--- config.mk ---
export PLATFORM = sky130hd
export DESIGN_NAME = jtx_dll
export DESIGN_NICKNAME = d
export VERILOG_FILES = /design/src/core/jtx_pkg.sv /design/src/core/jtx_dll.sv
export SDC_FILE = /design/constraint.sdc
export NUM_CORES = 1
export LEC_CHECK = 0
export BUFFER_PORTS_ARGS = -buffer_cell sky130_fd_sc_hd__clkbuf_2
export CAP_MARGIN = 25
export CORE_ASPECT_RATIO = 2
export CORE_MARGIN = 1.5
export CORE_UTILIZATION = 45
export CTS_BUF_LIST = sky130_fd_sc_hd__clkbuf_8 sky130_fd_sc_hd__clkbuf_16
export DETAILED_ROUTE_END_ITERATION = 16
export PLACE_DENSITY = 0.71
export SETUP_SLACK_MARGIN = 0.5
export SLEW_MARGIN = 30
export SYNTH_ARGS = -nofsm -noshare
export SYNTH_HDL_FRONTEND = slang
export SYNTH_SLANG_ARGS = --single-unit
export TNS_END_PERCENT = 5
--- constraint.sdc ---
create_clock -name clk_i -period 10.2 [get_ports clk_i]
set_input_delay 1.53 -clock clk_i [delete_from_list [all_inputs] [get_ports clk_i]]
set_output_delay 1.53 -clock clk_i [all_outputs]
set_load 0.01 [all_outputs]
--- src/core/jtx_pkg.sv ---
package jtx_pkg;

  localparam int SAMPLE_W = 16;
  localparam int FIFO_DEPTH = 16;

  ////////////////////////////////////////////////////////////////////////////
  // Control octets, K28.y, and the idle data octet
  localparam logic [7:0] OCT_R = 8'h1C;
  localparam logic [7:0] OCT_A = 8'h7C;
  localparam logic [7:0] OCT_Q = 8'h9C;
  localparam logic [7:0] OCT_K = 8'hBC;
  localparam logic [7:0] OCT_F = 8'hFC;
  localparam logic [7:0] OCT_IDLE = 8'h00;

  // Encoded control symbols, abcdei fghj, a sent first
  localparam logic [9:0] SYM_R_NEG = 10'h0F4;
  localparam logic [9:0] SYM_R_POS = 10'h30B;
  localparam logic [9:0] SYM_A_NEG = 10'h0F3;
  localparam logic [9:0] SYM_A_POS = 10'h30C;
  localparam logic [9:0] SYM_Q_NEG = 10'h0F2;
  localparam logic [9:0] SYM_Q_POS = 10'h30D;
  localparam logic [9:0] SYM_K_NEG = 10'h0FA;
  localparam logic [9:0] SYM_K_POS = 10'h305;
  localparam logic [9:0] SYM_F_NEG = 10'h0F8;
  localparam logic [9:0] SYM_F_POS = 10'h307;

  // 8b/10b sub-block codes at negative disparity
  localparam logic [5:0] K28_6B = 6'h0F;
  localparam logic [3:0] ENC4_ALT = 4'h7;
  localparam logic [5:0] ENC6_NEG [0:31] = '{
    6'h27, 6'h1D, 6'h2D, 6'h31, 6'h35, 6'h29, 6'h19, 6'h38,
    6'h39, 6'h25, 6'h15, 6'h34, 6'h0D, 6'h2C, 6'h1C, 6'h17,
    6'h1B, 6'h23, 6'h13, 6'h32, 6'h0B, 6'h2A, 6'h1A, 6'h3A,
    6'h33, 6'h26, 6'h16, 6'h36, 6'h0E, 6'h2E, 6'h1E, 6'h2B};
  localparam logic [3:0] ENC4_NEG [0:7] = '{
    4'hB, 4'h9, 4'h5, 4'hC, 4'hD, 4'hA, 4'h6, 4'hE};

  ////////////////////////////////////////////////////////////////////////////
  // Alignment sequence layout
  localparam logic [1:0] ILAS_CFG_MF = 2'h1;
  localparam logic [1:0] ILAS_LAST_MF = 2'h3;
  localparam logic [12:0] Q_POS = 13'h0001;
  localparam logic [12:0] CFG_FIRST_POS = 13'h0002;
  localparam logic [12:0] CFG_LAST_POS = 13'h000F;
  localparam int CFG_COUNT = 14;
  localparam logic [7:0] CFG_M_M1 = 8'h01;
  localparam logic [7:0] CFG_CS_N_M1 = 8'h0F;
  localparam logic [4:0] CFG_NP_M1 = 5'h0F;
  localparam logic [7:0] CFG_JESDV_S_M1 = 8'h20;
  localparam logic [7:0] CFG_HD_CF = 8'h00;
  localparam logic [7:0] CFG_RESERVED = 8'h00;

  // Scrambler 1 + x^14 + x^15
  localparam int SCR_W = 15;
  localparam int SCR_TAP_A = 13;
  localparam int SCR_TAP_B = 14;
  localparam logic [14:0] SCR_SEED = 15'h7FFF;

  localparam logic [15:0] FMT_FLIP = 16'h8000;

  typedef enum logic [1:0] {ST_CGS, ST_WAIT, ST_ILAS, ST_DATA} jtx_state_type;

endpackage

--- src/core/jtx_dll.sv ---
`timescale 1ns/1ps
`default_nettype none

////////////////////////////////////////////////////////////////////////////
module jtx_fifo #(
  parameter int WIDTH = 16,
  parameter int DEPTH = 16
) (
  input wire logic clk_i,
  input wire logic rst_n_i,
  input wire logic [WIDTH-1:0] in_data_i,
  input wire logic in_valid_i,
  output logic in_ready_o,
  output logic [WIDTH-1:0] out_data_o,
  output logic out_valid_o,
  input wire logic out_ready_i
);
  localparam int AW = $clog2(DEPTH);
  logic [WIDTH-1:0] mem [0:DEPTH-1];
  logic [AW:0] wr_ptr_reg;
  logic [AW:0] rd_ptr_reg;
  logic full;
  logic empty;

  assign full = (wr_ptr_reg[AW] != rd_ptr_reg[AW]) &&
                (wr_ptr_reg[AW-1:0] == rd_ptr_reg[AW-1:0]);
  assign empty = (wr_ptr_reg == rd_ptr_reg);
  assign in_ready_o = !full;
  assign out_valid_o = !empty;
  assign out_data_o = mem[rd_ptr_reg[AW-1:0]];

  always_ff @(posedge clk_i)
  begin
    if (in_valid_i && !full)
    begin
      mem[wr_ptr_reg[AW-1:0]] <= in_data_i;
    end
  end

  always_ff @(posedge clk_i)
  begin
    if (!rst_n_i)
    begin
      wr_ptr_reg <= '0;
      rd_ptr_reg <= '0;
    end
    else
    begin
      if (in_valid_i && !full)
      begin
        wr_ptr_reg <= wr_ptr_reg + 1'b1;
      end
      if (out_ready_i && !empty)
      begin
        rd_ptr_reg <= rd_ptr_reg + 1'b1;
      end
    end
  end
endmodule // jtx_fifo

////////////////////////////////////////////////////////////////////////////
module jtx_dll import jtx_pkg::*; #(
  parameter logic [7:0] DEV_ID = 8'h5A,
  parameter logic [3:0] BANK_ID = 4'h0,
  parameter logic [2:0] SUBCLASS = 3'h1
) (
  input wire logic clk_i,
  input wire logic rst_n_i,
  input wire logic [SAMPLE_W-1:0] sample_i,
  input wire logic sample_valid_i,
  output logic sample_ready_o,
  input wire logic link_sync_request_n_i,
  input wire logic system_timing_reference_i,
  input wire logic timing_ref_enable_i,
  input wire logic scramble_en_i,
  input wire logic align_insert_en_i,
  input wire logic lane_invert_i,
  input wire logic offset_binary_i,
  input wire logic [4:0] lanes_m1_i,
  input wire logic [4:0] lane_id_i,
  input wire logic [7:0] octets_per_frame_m1_i,
  input wire logic [4:0] frames_per_mf_m1_i,
  output logic [9:0] symbol_o,
  output logic ilas_active_o,
  output logic user_data_o
);

  // Scrambles one octet MSB first, returns {state, octet}
  function automatic logic [22:0] scr8(input logic [7:0] d,
                                       input logic [14:0] st);
    logic [14:0] s;
    logic [7:0] o;
    s = st;
    o = '0;
    for (int i = 7; i >= 0; i--)
    begin
      o[i] = d[i] ^ s[SCR_TAP_A] ^ s[SCR_TAP_B];
      s = {s[13:0], o[i]};
    end
    return {s, o};
  endfunction

  // Returns {disparity after, abcdei, fghj}; rd high means positive
  function automatic logic [10:0] enc(input logic [7:0] d, input logic k,
                                     input logic rd);
    logic [5:0] s6;
    logic [3:0] s4;
    logic u6;
    logic u4;
    logic rd6;
    logic alt;
    s6 = k ? K28_6B : ENC6_NEG[d[4:0]];
    u6 = ($countones(s6) != 3);
    if (rd && (u6 || d[4:0] == 5'h07))
    begin
      s6 = ~s6;
    end
    rd6 = rd ^ u6;
    alt = (d[7:5] == 3'h7) && (k ||
          (!rd6 && (d[4:0] == 5'h11 || d[4:0] == 5'h12 ||
                    d[4:0] == 5'h14)) ||
          (rd6 && (d[4:0] == 5'h0B || d[4:0] == 5'h0D ||
                   d[4:0] == 5'h0E)));
    s4 = alt ? ENC4_ALT : ENC4_NEG[d[7:5]];
    u4 = ($countones(s4) != 2);
    // K28 flips its balanced tails when the 6b half left disparity negative
    if ((rd6 && (u4 || d[7:5] == 3'h3)) ||
        (k && !rd6 && !u4 && d[7:5] != 3'h3))
    begin
      s4 = ~s4;
    end
    return {rd6 ^ u4, s6, s4};
  endfunction

  ////////////////////////////////////////////////////////////////////////////
  jtx_state_type state_reg;
  logic sync_s1_reg;
  logic sync_s2_reg;
  logic sref_s1_reg;
  logic sref_s2_reg;
  logic sref_d_reg;
  logic [7:0] oct_reg;
  logic [4:0] frm_reg;
  logic [12:0] mpos_reg;
  logic [1:0] mf_idx_reg;
  logic [7:0] ramp_reg;
  logic lo_phase_reg;
  logic [7:0] lo_reg;
  logic [7:0] last_reg;
  logic [14:0] scr_reg;
  logic rd_reg;
  logic sref_edge;
  logic frame_end;
  logic mf_end;
  logic fifo_valid;
  logic [SAMPLE_W-1:0] fifo_data;
  logic [SAMPLE_W-1:0] fmt_sample;
  logic take_sample;
  logic [7:0] raw_oct;
  logic [22:0] scr_word;
  logic [7:0] data_oct;
  logic [7:0] oct_sel;
  logic k_sel;
  logic ramp_slot;
  logic [10:0] enc_word;
  logic [7:0] cfg [0:CFG_COUNT-1];
  logic [3:0] cfg_idx;

  jtx_fifo #(.WIDTH(SAMPLE_W), .DEPTH(FIFO_DEPTH)) u_fifo (
    .clk_i(clk_i),
    .rst_n_i(rst_n_i),
    .in_data_i(sample_i),
    .in_valid_i(sample_valid_i),
    .in_ready_o(sample_ready_o),
    .out_data_o(fifo_data),
    .out_valid_o(fifo_valid),
    .out_ready_i(take_sample)
  );

  ////////////////////////////////////////////////////////////////////////////
  // Pin synchronisers
  always_ff @(posedge clk_i)
  begin
    if (!rst_n_i)
    begin
      sync_s1_reg <= 1'b0;
      sync_s2_reg <= 1'b0;
      sref_s1_reg <= 1'b0;
      sref_s2_reg <= 1'b0;
      sref_d_reg <= 1'b0;
    end
    else
    begin
      sync_s1_reg <= link_sync_request_n_i;
      sync_s2_reg <= sync_s1_reg;
      sref_s1_reg <= system_timing_reference_i;
      sref_s2_reg <= sref_s1_reg;
      sref_d_reg <= sref_s2_reg;
    end
  end

  // Gated so a floating unused reference cannot disturb the boundary
  assign sref_edge = timing_ref_enable_i && sref_s2_reg && !sref_d_reg;

  ////////////////////////////////////////////////////////////////////////////
  // Local multiframe clock: one octet slot per cycle
  assign frame_end = (oct_reg == octets_per_frame_m1_i);
  assign mf_end = frame_end && (frm_reg == frames_per_mf_m1_i);

  always_ff @(posedge clk_i)
  begin
    if (!rst_n_i || sref_edge)
    begin
      oct_reg <= '0;
      frm_reg <= '0;
      mpos_reg <= '0;
    end
    else
    begin
      oct_reg <= frame_end ? 8'h00 : oct_reg + 8'h01;
      mpos_reg <= mf_end ? 13'h0000 : mpos_reg + 13'h0001;
      if (frame_end)
      begin
        frm_reg <= mf_end ? 5'h00 : frm_reg + 5'h01;
      end
    end
  end

  ////////////////////////////////////////////////////////////////////////////
  // Link state
  always_ff @(posedge clk_i)
  begin
    if (!rst_n_i || !sync_s2_reg)
    begin
      state_reg <= ST_CGS;
      mf_idx_reg <= '0;
    end
    else
    begin
      unique case (state_reg)
        ST_CGS:
          state_reg <= ST_WAIT;
        ST_WAIT:
          if (mf_end)
          begin
            state_reg <= ST_ILAS;
          end
        ST_ILAS:
          if (mf_end)
          begin
            mf_idx_reg <= mf_idx_reg + 2'h1;
            if (mf_idx_reg == ILAS_LAST_MF)
            begin
              state_reg <= ST_DATA;
            end
          end
        ST_DATA:
          state_reg <= ST_DATA;
      endcase
    end
  end

  always_ff @(posedge clk_i)
  begin
    if (!rst_n_i || state_reg != ST_ILAS)
    begin
      ramp_reg <= '0;
    end
    else if (ramp_slot)
    begin
      ramp_reg <= ramp_reg + 8'h01;
    end
  end

  ////////////////////////////////////////////////////////////////////////////
  // Configuration octets
  assign cfg_idx = 4'(mpos_reg - CFG_FIRST_POS);

  always_comb
  begin
    cfg[0] = DEV_ID;
    cfg[1] = {4'h0, BANK_ID};
    cfg[2] = {3'h0, lane_id_i};
    cfg[3] = {scramble_en_i, 2'h0, lanes_m1_i};
    cfg[4] = octets_per_frame_m1_i;
    cfg[5] = {3'h0, frames_per_mf_m1_i};
    cfg[6] = CFG_M_M1;
    cfg[7] = CFG_CS_N_M1;
    cfg[8] = {SUBCLASS, CFG_NP_M1};
    cfg[9] = CFG_JESDV_S_M1;
    cfg[10] = CFG_HD_CF;
    cfg[11] = CFG_RESERVED;
    cfg[12] = CFG_RESERVED;
    cfg[13] = '0;
    for (int i = 0; i < CFG_COUNT - 1; i++)
    begin
      cfg[13] = cfg[13] + cfg[i];
    end
  end

  ////////////////////////////////////////////////////////////////////////////
  // User data path
  assign take_sample = (state_reg == ST_DATA) && !lo_phase_reg;
  assign fmt_sample = fifo_data ^ (offset_binary_i ? FMT_FLIP : '0);
  assign raw_oct = lo_phase_reg ? lo_reg :
                   (fifo_valid ? fmt_sample[15:8] : OCT_IDLE);
  assign scr_word = scr8(raw_oct, scr_reg);
  assign data_oct = scramble_en_i ? scr_word[7:0] : raw_oct;

  always_ff @(posedge clk_i)
  begin
    if (!rst_n_i || state_reg != ST_DATA)
    begin
      lo_phase_reg <= 1'b0;
      lo_reg <= '0;
    end
    else
    begin
      lo_phase_reg <= !lo_phase_reg;
      if (!lo_phase_reg)
      begin
        lo_reg <= fifo_valid ? fmt_sample[7:0] : OCT_IDLE;
      end
    end
  end

  // Held during alignment so user data never sees alignment octets
  always_ff @(posedge clk_i)
  begin
    if (!rst_n_i)
    begin
      scr_reg <= SCR_SEED;
    end
    else if (state_reg == ST_DATA && scramble_en_i)
    begin
      scr_reg <= scr_word[22:8];
    end
  end

  always_ff @(posedge clk_i)
  begin
    if (!rst_n_i)
    begin
      last_reg <= '0;
    end
    else if (state_reg == ST_DATA && frame_end)
    begin
      last_reg <= data_oct;
    end
  end

  ////////////////////////////////////////////////////////////////////////////
  // Octet selection
  always_comb
  begin
    oct_sel = OCT_K;
    k_sel = 1'b1;
    ramp_slot = 1'b0;
    unique case (state_reg)
      ST_CGS, ST_WAIT:
        ;
      ST_ILAS:
        if (mpos_reg == '0)
        begin
          oct_sel = OCT_R;
        end
        else if (mf_end)
        begin
          oct_sel = OCT_A;
        end
        else if (mf_idx_reg == ILAS_CFG_MF && mpos_reg == Q_POS)
        begin
          oct_sel = OCT_Q;
        end
        else if (mf_idx_reg == ILAS_CFG_MF && mpos_reg >= CFG_FIRST_POS &&
                 mpos_reg <= CFG_LAST_POS)
        begin
          oct_sel = cfg[cfg_idx];
          k_sel = 1'b0;
        end
        else
        begin
          oct_sel = ramp_reg;
          k_sel = 1'b0;
          ramp_slot = 1'b1;
        end
      ST_DATA:
      begin
        oct_sel = data_oct;
        k_sel = 1'b0;
        if (align_insert_en_i && frame_end)
        begin
          if (scramble_en_i)
          begin
            if (mf_end && data_oct == OCT_A)
            begin
              k_sel = 1'b1;
            end
            else if (!mf_end && data_oct == OCT_F)
            begin
              k_sel = 1'b1;
            end
          end
          else if (data_oct == last_reg)
          begin
            oct_sel = mf_end ? OCT_A : OCT_F;
            k_sel = 1'b1;
          end
        end
      end
    endcase
  end

  ////////////////////////////////////////////////////////////////////////////
  // Encoder and lane output
  assign enc_word = enc(oct_sel, k_sel, rd_reg);

  always_ff @(posedge clk_i)
  begin
    if (!rst_n_i)
    begin
      rd_reg <= 1'b0;
      symbol_o <= '0;
      ilas_active_o <= 1'b0;
      user_data_o <= 1'b0;
    end
    else
    begin
      rd_reg <= enc_word[10];
      symbol_o <= lane_invert_i ? ~enc_word[9:0] : enc_word[9:0];
      ilas_active_o <= (state_reg == ST_ILAS);
      user_data_o <= (state_reg == ST_DATA);
    end
  end
endmodule // jtx_dll

`default_nettype wire

==> impl_metrics.yaml, run 1 <==
setup_path:
  required_ns: 10.67
  reg2reg_slack_ns: 0.41
  max_stage_delay_ns: 0.55
  crit_path_max_fanout: 4
  crit_top_cell: "fa_1"
  path_class: "input pin to flop"
  crit_start: "lane_id_i[1]"
  cpMaxStageDelayCell: "fa_1"
  crit_arrival_ns: 10.50
  startpoint_type: "input pin"
  crit_family: "adder cells"
  end_kind: "flop"
  crit_buf_inv: 9
drt:
  routed_wl_mm: 42.2
  wl_per_cell_um: 21.7
  antenna_left: 0
  viasPerCell: 5.77
  vias: 11200
  dr.pass1.iters: 6
  drt-initial-drc-count: 736
  drc: 0
pwr:
  p_total_mw: 3.04
  power_density_nw_per_um2: 155
  ir_drop_mv: 0.162
  leakagePower_nw: 6.97
global_route:
  grt_pass1_wl_mm: 64.0
  antenna_found_initial: 1
  grt_pass1_vias: 11600
  grt-ovfl-total: 0
  grt_max_degree: 56
  grtUsageTotal: 0.216
sta:
  worstMarginPinSlew_ns: 1.05
  hold_viol: 0
  finalMaxSlewViolations: 0
  period_needed_ns: 10.03
  hold_ws_ns: 0.457
  rsz0062_at_grt: "true"
  max_freq_mhz: 99.7
  slew_headroom: 0.297
  setup_tns_ns: 0
  fin_skew_ns: 0.0114
  period_share: 0.983
  setup_ws_ns: 0.174
  setup_viol: 0
place:
  dpl_worst_slack_ns: -0.718
  dpl.cell_count: 1875
  dp_hpwl_mm: 29.6
  place_congestion: 0.925
  portBuffers: 61
cells_and_area:
  area_growth_syn_to_layout_pct: 15.3
  largest_reg_flops: 256
  final_cells: 1941
  final_layout_size_suffix_gt1_frac: 0.219
  nets: 1559
hold_path:
  min_from: "sref_s1_reg"
  hold_class: "flop to flop"
outcome:
  outcome: "complete, no violations"
synthesis:
  yosys.cell_types.count: 87
  synth-warning-count: 0
  yosysMostFrequentCell: "edfxtp_1"
  synth_cells: 1325
  yosysSeqAreaShare: 0.571
  syn-cell-area_um2: 17000
  avgSynthCellArea_um2: 12.9
  yosysTopAreaCell: "edfxtp_1"
  synth_edf_count: 256
  synthArstFlopShare: 0
  ys.flop_type: "edfxtp_1"
  ys_ff_latch: 358
  yosys-top-cells-count: "edfxtp_1, nand2_1, dfxtp_1"
  synthTopCellsByArea: "edfxtp_1, dfxtp_1, mux4_2"
  synthesis.nets: 1427
  yosysTopAreaCellShare: 0.451
clocking:
  cts_root_buffer: "clkbuf_16"
  cts_max_level: 1
  numCtsBuffers: 31
  clkTransAtPathRegs_ns: 0.07
  cts_tree: "built"
  clk_latency_ns: 0.57
  clock_path_buffers: 3
  clkSinkCount: 358
  holdBufCountCts: 0
flow_run:
  maxCapViolations: 0
die:
  initial_utilization: 0.457
  row_count: 100
  design.core.area_um2: 37300
  dieArea_um2: 39100
  die_x_um: 141
  die_h_um: 278
  io-pin-count: 62
## stage by stage
step / area [um2] / util
after global routing: 19700 / 0.527
after floorplan: 17200 / -
after detailed placement: 18500 / 0.496
after global placement: 18500 / 0.495
after CTS: 19600 / 0.525
final: 19700 / 0.527
## cell families (layout without fill, tap and decap cells)
kind of cell | after synthesis | count (layout) | share of synthesized area
simple gates | 371 | 371 | 0.108
compound gates | 194 | 194 | 0.0804
fa+ha+maj | 54 | 54 | 0.0452
other cells | 0 | 1 | 0
xor+xnor | 108 | 108 | 0.0573
flops | 358 | 358 | 0.571
mux | 122 | 122 | 0.108
buf+inv | 118 | 274 | 0.0300
## final timing paths
path,endpoint,depth (start not counted)
worst min register to register,sref_s2_reg,1
worst min-delay path,sref_s2_reg,1
worst max register to register,symbol_o[2],37
worst max-delay path,symbol_o[2],40
## worst register-to-register path, delay by kind of cell, from the launching register on
family / cells / cell delay [ns]
multiplexers: 1 / 0.29
AO/OA/AOI/OAI: 9 / 2.78
AND/OR/NAND/NOR: 9 / 1.70
buffers and inverters: 8 / 1.08
flip-flops: 1 / 0.81
XOR/XNOR: 3 / 0.48
adder cells (fa/ha/maj): 7 / 2.58
## metal layers
metal / up-vias / global-route usage / share of wire
met2: 325 / 0.431 / 0.57
met4: 0 / 0.124 / 0.059
met1: 5537 / 0.207 / 0.33
met3: 141 / 0.0248 / 0.041
li1: 5187 / - / -
met5: - / 0 / 0
## layout make-up
type | instances | area, um2
clock inverters | 21 | 139
multi-input cells | 849 | 7030
inverters | 57 | 224
repair buffers | 160 | 1070
fillers | 3129 | 17600
flip-flops and latches | 358 | 9730
diodes | 1 | 2.50
clock buffers | 36 | 878
well taps | 459 | 574
## timing repair
item	CTS	global route
gates resized for setup	7	12
setup endpoints to repair	4	5
setup buffers	7	1
pin swaps	11	6
## cell usage in the layout (no fill, tap or decap), types with 28 or more instances in the layout
cell       instances
edfxtp_1         256
nand2_1          104
dfxtp_1          100
buf_4             97
nor2_1            80
mux2i_1           71
clkbuf_2          59
inv_1             57
xnor2_1           57
mux4_2            49
xor2_1            47
a21oi_1           44
clkbuf_16         34
and2_1            33
ha_1              33
nand3_1           28
## where the power goes
| part | leakage [nW] | total [mW] | switching [mW] | internal [mW] |
|---|---|---|---|---|
| Combinational | 3.31 | 0.286 | 0.167 | 0.119 |
| Clock | 0.519 | 1.17 | 0.535 | 0.631 |
| Sequential | 3.14 | 1.59 | 0.0133 | 1.58 |
| Total | 6.97 | 3.04 | 0.715 | 2.33 |
(Power assumes the default switching activity.)
==> run 2, diff against run 1 <==
ABC_AREA = 1   (was not set)
==> run 2 against run 1 <==
Maximum frequency grew 7.9%. Non-clock buffer count shrank 66. Largest power group unchanged. Via count grew 18%. Sequential share of layout area grew 1.4 points. Critical path type unchanged. Final cell count grew 22%. Hold slack lost 0.039 ns.
==> impl_metrics.yaml, run 2 <==
die:
  die_x_um: 141
  dieArea_um2: 39500
  design.core.area_um2: 37800
  io-pin-count: 62
  die_h_um: 280
  initial_utilization: 0.456
  row_count: 101
synthesis:
  yosys.cell_types.count: 57
  synth_cells: 1821
  yosysTopAreaCell: "edfxtp_1"
  synthTopCellsByArea: "edfxtp_1, dfxtp_1, nand2_1"
  avgSynthCellArea_um2: 9.45
  yosysTopAreaCellShare: 0.447
  yosysSeqAreaShare: 0.565
  ys_ff_latch: 358
  synthesis.nets: 1923
  yosys-top-cells-count: "nand2_1, edfxtp_1, nor2_1"
  syn-cell-area_um2: 17200
  synth_edf_count: 256
  synth-warning-count: 0
  synthArstFlopShare: 0
  ys.flop_type: "edfxtp_1"
  yosysMostFrequentCell: "nand2_1"
setup_path:
  startpoint_type: "input pin"
  required_ns: 10.67
  path_class: "input pin to flop"
  max_stage_delay_ns: 0.53
  crit_top_cell: "nand2_1"
  crit_arrival_ns: 9.76
  cpMaxStageDelayCell: "fa_1"
  crit_path_max_fanout: 6
  crit_start: "lanes_m1_i[1]"
  end_kind: "flop"
sta:
  setup_tns_ns: 0
  setup_viol: 0
  fin_skew_ns: 0.0142
  slew_headroom: 0.384
  rsz0062_at_grt: "false"
  worstMarginPinSlew_ns: 0.921
  max_freq_mhz: 108
  period_share: 0.911
  setup_ws_ns: 0.910
  finalMaxSlewViolations: 0
  hold_viol: 0
  period_needed_ns: 9.29
clocking:
  post-cts-setup-buffers: 0
  cts_root_buffer: "clkbuf_16"
  holdBufCountCts: 0
  clk_latency_ns: 0.58
  clkSinkCount: 358
  cts_tree: "built"
  clkTransAtPathRegs_ns: 0.07
  cts_max_level: 1
  numCtsBuffers: 31
  cts_resized: 0
  clock_path_buffers: 3
cells_and_area:
  nets: 1983
  area_growth_syn_to_layout_pct: 11.1
  final_cell_mix: "nand2_1, edfxtp_1, nor2_1"
  final_common_cell: "nand2_1"
  insertedDiodeCount: 0
  final_layout_size_suffix_gt1_frac: 0.124
  largest_reg_flops: 256
  final_area_um2: 19100
outcome:
  outcome: "complete, no violations"
place:
  dpl_worst_slack_ns: -0.0567
  place_area_um2: 18000
  portBuffers: 61
  place_congestion: 0.907
  dp_hpwl_mm: 29.2
drt:
  routed_wl_mm: 43.7
  wl_per_cell_um: 18.5
  drt-initial-drc-count: 1028
  dr.pass1.iters: 5
  vias: 13200
  drc: 0
  viasPerCell: 5.56
  antenna_left: 0
hold_path:
  hold_class: "flop to flop"
  min_from: "sref_s1_reg"
global_route:
  grt_max_degree: 76
  grt_pass1_wl_mm: 68.0
  grtUsageTotal: 0.223
  grt-ovfl-total: 0
  grt_pass1_vias: 13100
  antenna_found_initial: 0
flow_run:
  maxCapViolations: 0
pwr:
  p_total_mw: 3.03
  power_density_nw_per_um2: 158
  leakagePower_nw: 7.57
  ir_drop_mv: 0.151
-- run 2: changes by cell type in the layout (fill, tap and decap cells not counted), moves of 23 or more --
cell / delta
nand2_1: +254
inv_1: +124
nor2_1: +119
nand3_1: +108
o21ai_0: +100
mux2i_1: -71
buf_4: -64
xnor2_1: -50
mux4_2: -49
and2_1: -33
a21oi_1: +25
nand2_2: +23
-- run 2: cells by family after synthesis --
kind of cell             synth area share
AND/OR/NAND/NOR                     0.205
flip-flops                          0.565
AO/OA/AOI/OAI                       0.103
buffers and inverters              0.0630
adder cells (fa/ha/maj)            0.0442
XOR/XNOR                           0.0198
-- run 2: area by class of cell --
type | count | area, um2
clock inverter | 26 | 241
clock buffer | 31 | 776
multi-input combinational | 1205 | 6520
inverter | 191 | 721
timing repair buffer | 94 | 553
fill | 3382 | 18700
sequential | 358 | 9730
tap | 463 | 579
-- run 2: worst paths after layout --
| check | to | slack [ns] | cells past startpoint |
|---|---|---|---|
| min | sref_s2_reg | 0.42 | 2 |
| max | symbol_o[1] | 0.91 | 48 |
| max reg2reg | symbol_o[1] | 1.29 | 57 |
| min reg2reg | sref_s2_reg | 0.42 | 2 |
-- run 2: per-stage QoR --
step | std cells | hold WS, ns | utilization
after floorplan | 1821 | 0.390 | -
after global placement | 2311 | 0.409 | 0.477
after detailed placement | 2311 | 0.407 | 0.477
after CTS | 2368 | 0.423 | 0.504
after global routing | 2368 | 0.442 | 0.506
final | 2368 | 0.418 | 0.506
-- run 2: routing by layer --
layer	GRT usage	wire length (um)	vias to the layer above
met5	0	0	-
met4	0.131	2470	0
met3	0.0292	2140	161
met2	0.426	23700	454
met1	0.226	15400	6268
li1	-	-	6287
-- run 2: critical path, delay by kind of cell --
family	cells	cell delay (ns)
AOI/OAI and AO/OA	3	0.72
and+or+nand+nor	23	2.38
buffers and inverters	10	0.68
adders and majority gates	12	4.41
-- run 2: power breakdown --
group / switching (mW) / internal, mW / leakage (nW)
clock network: 0.530 / 0.658 / 0.509
registers: 0.00919 / 1.58 / 3.14
logic: 0.168 / 0.0857 / 3.92
total: 0.707 / 2.32 / 7.57
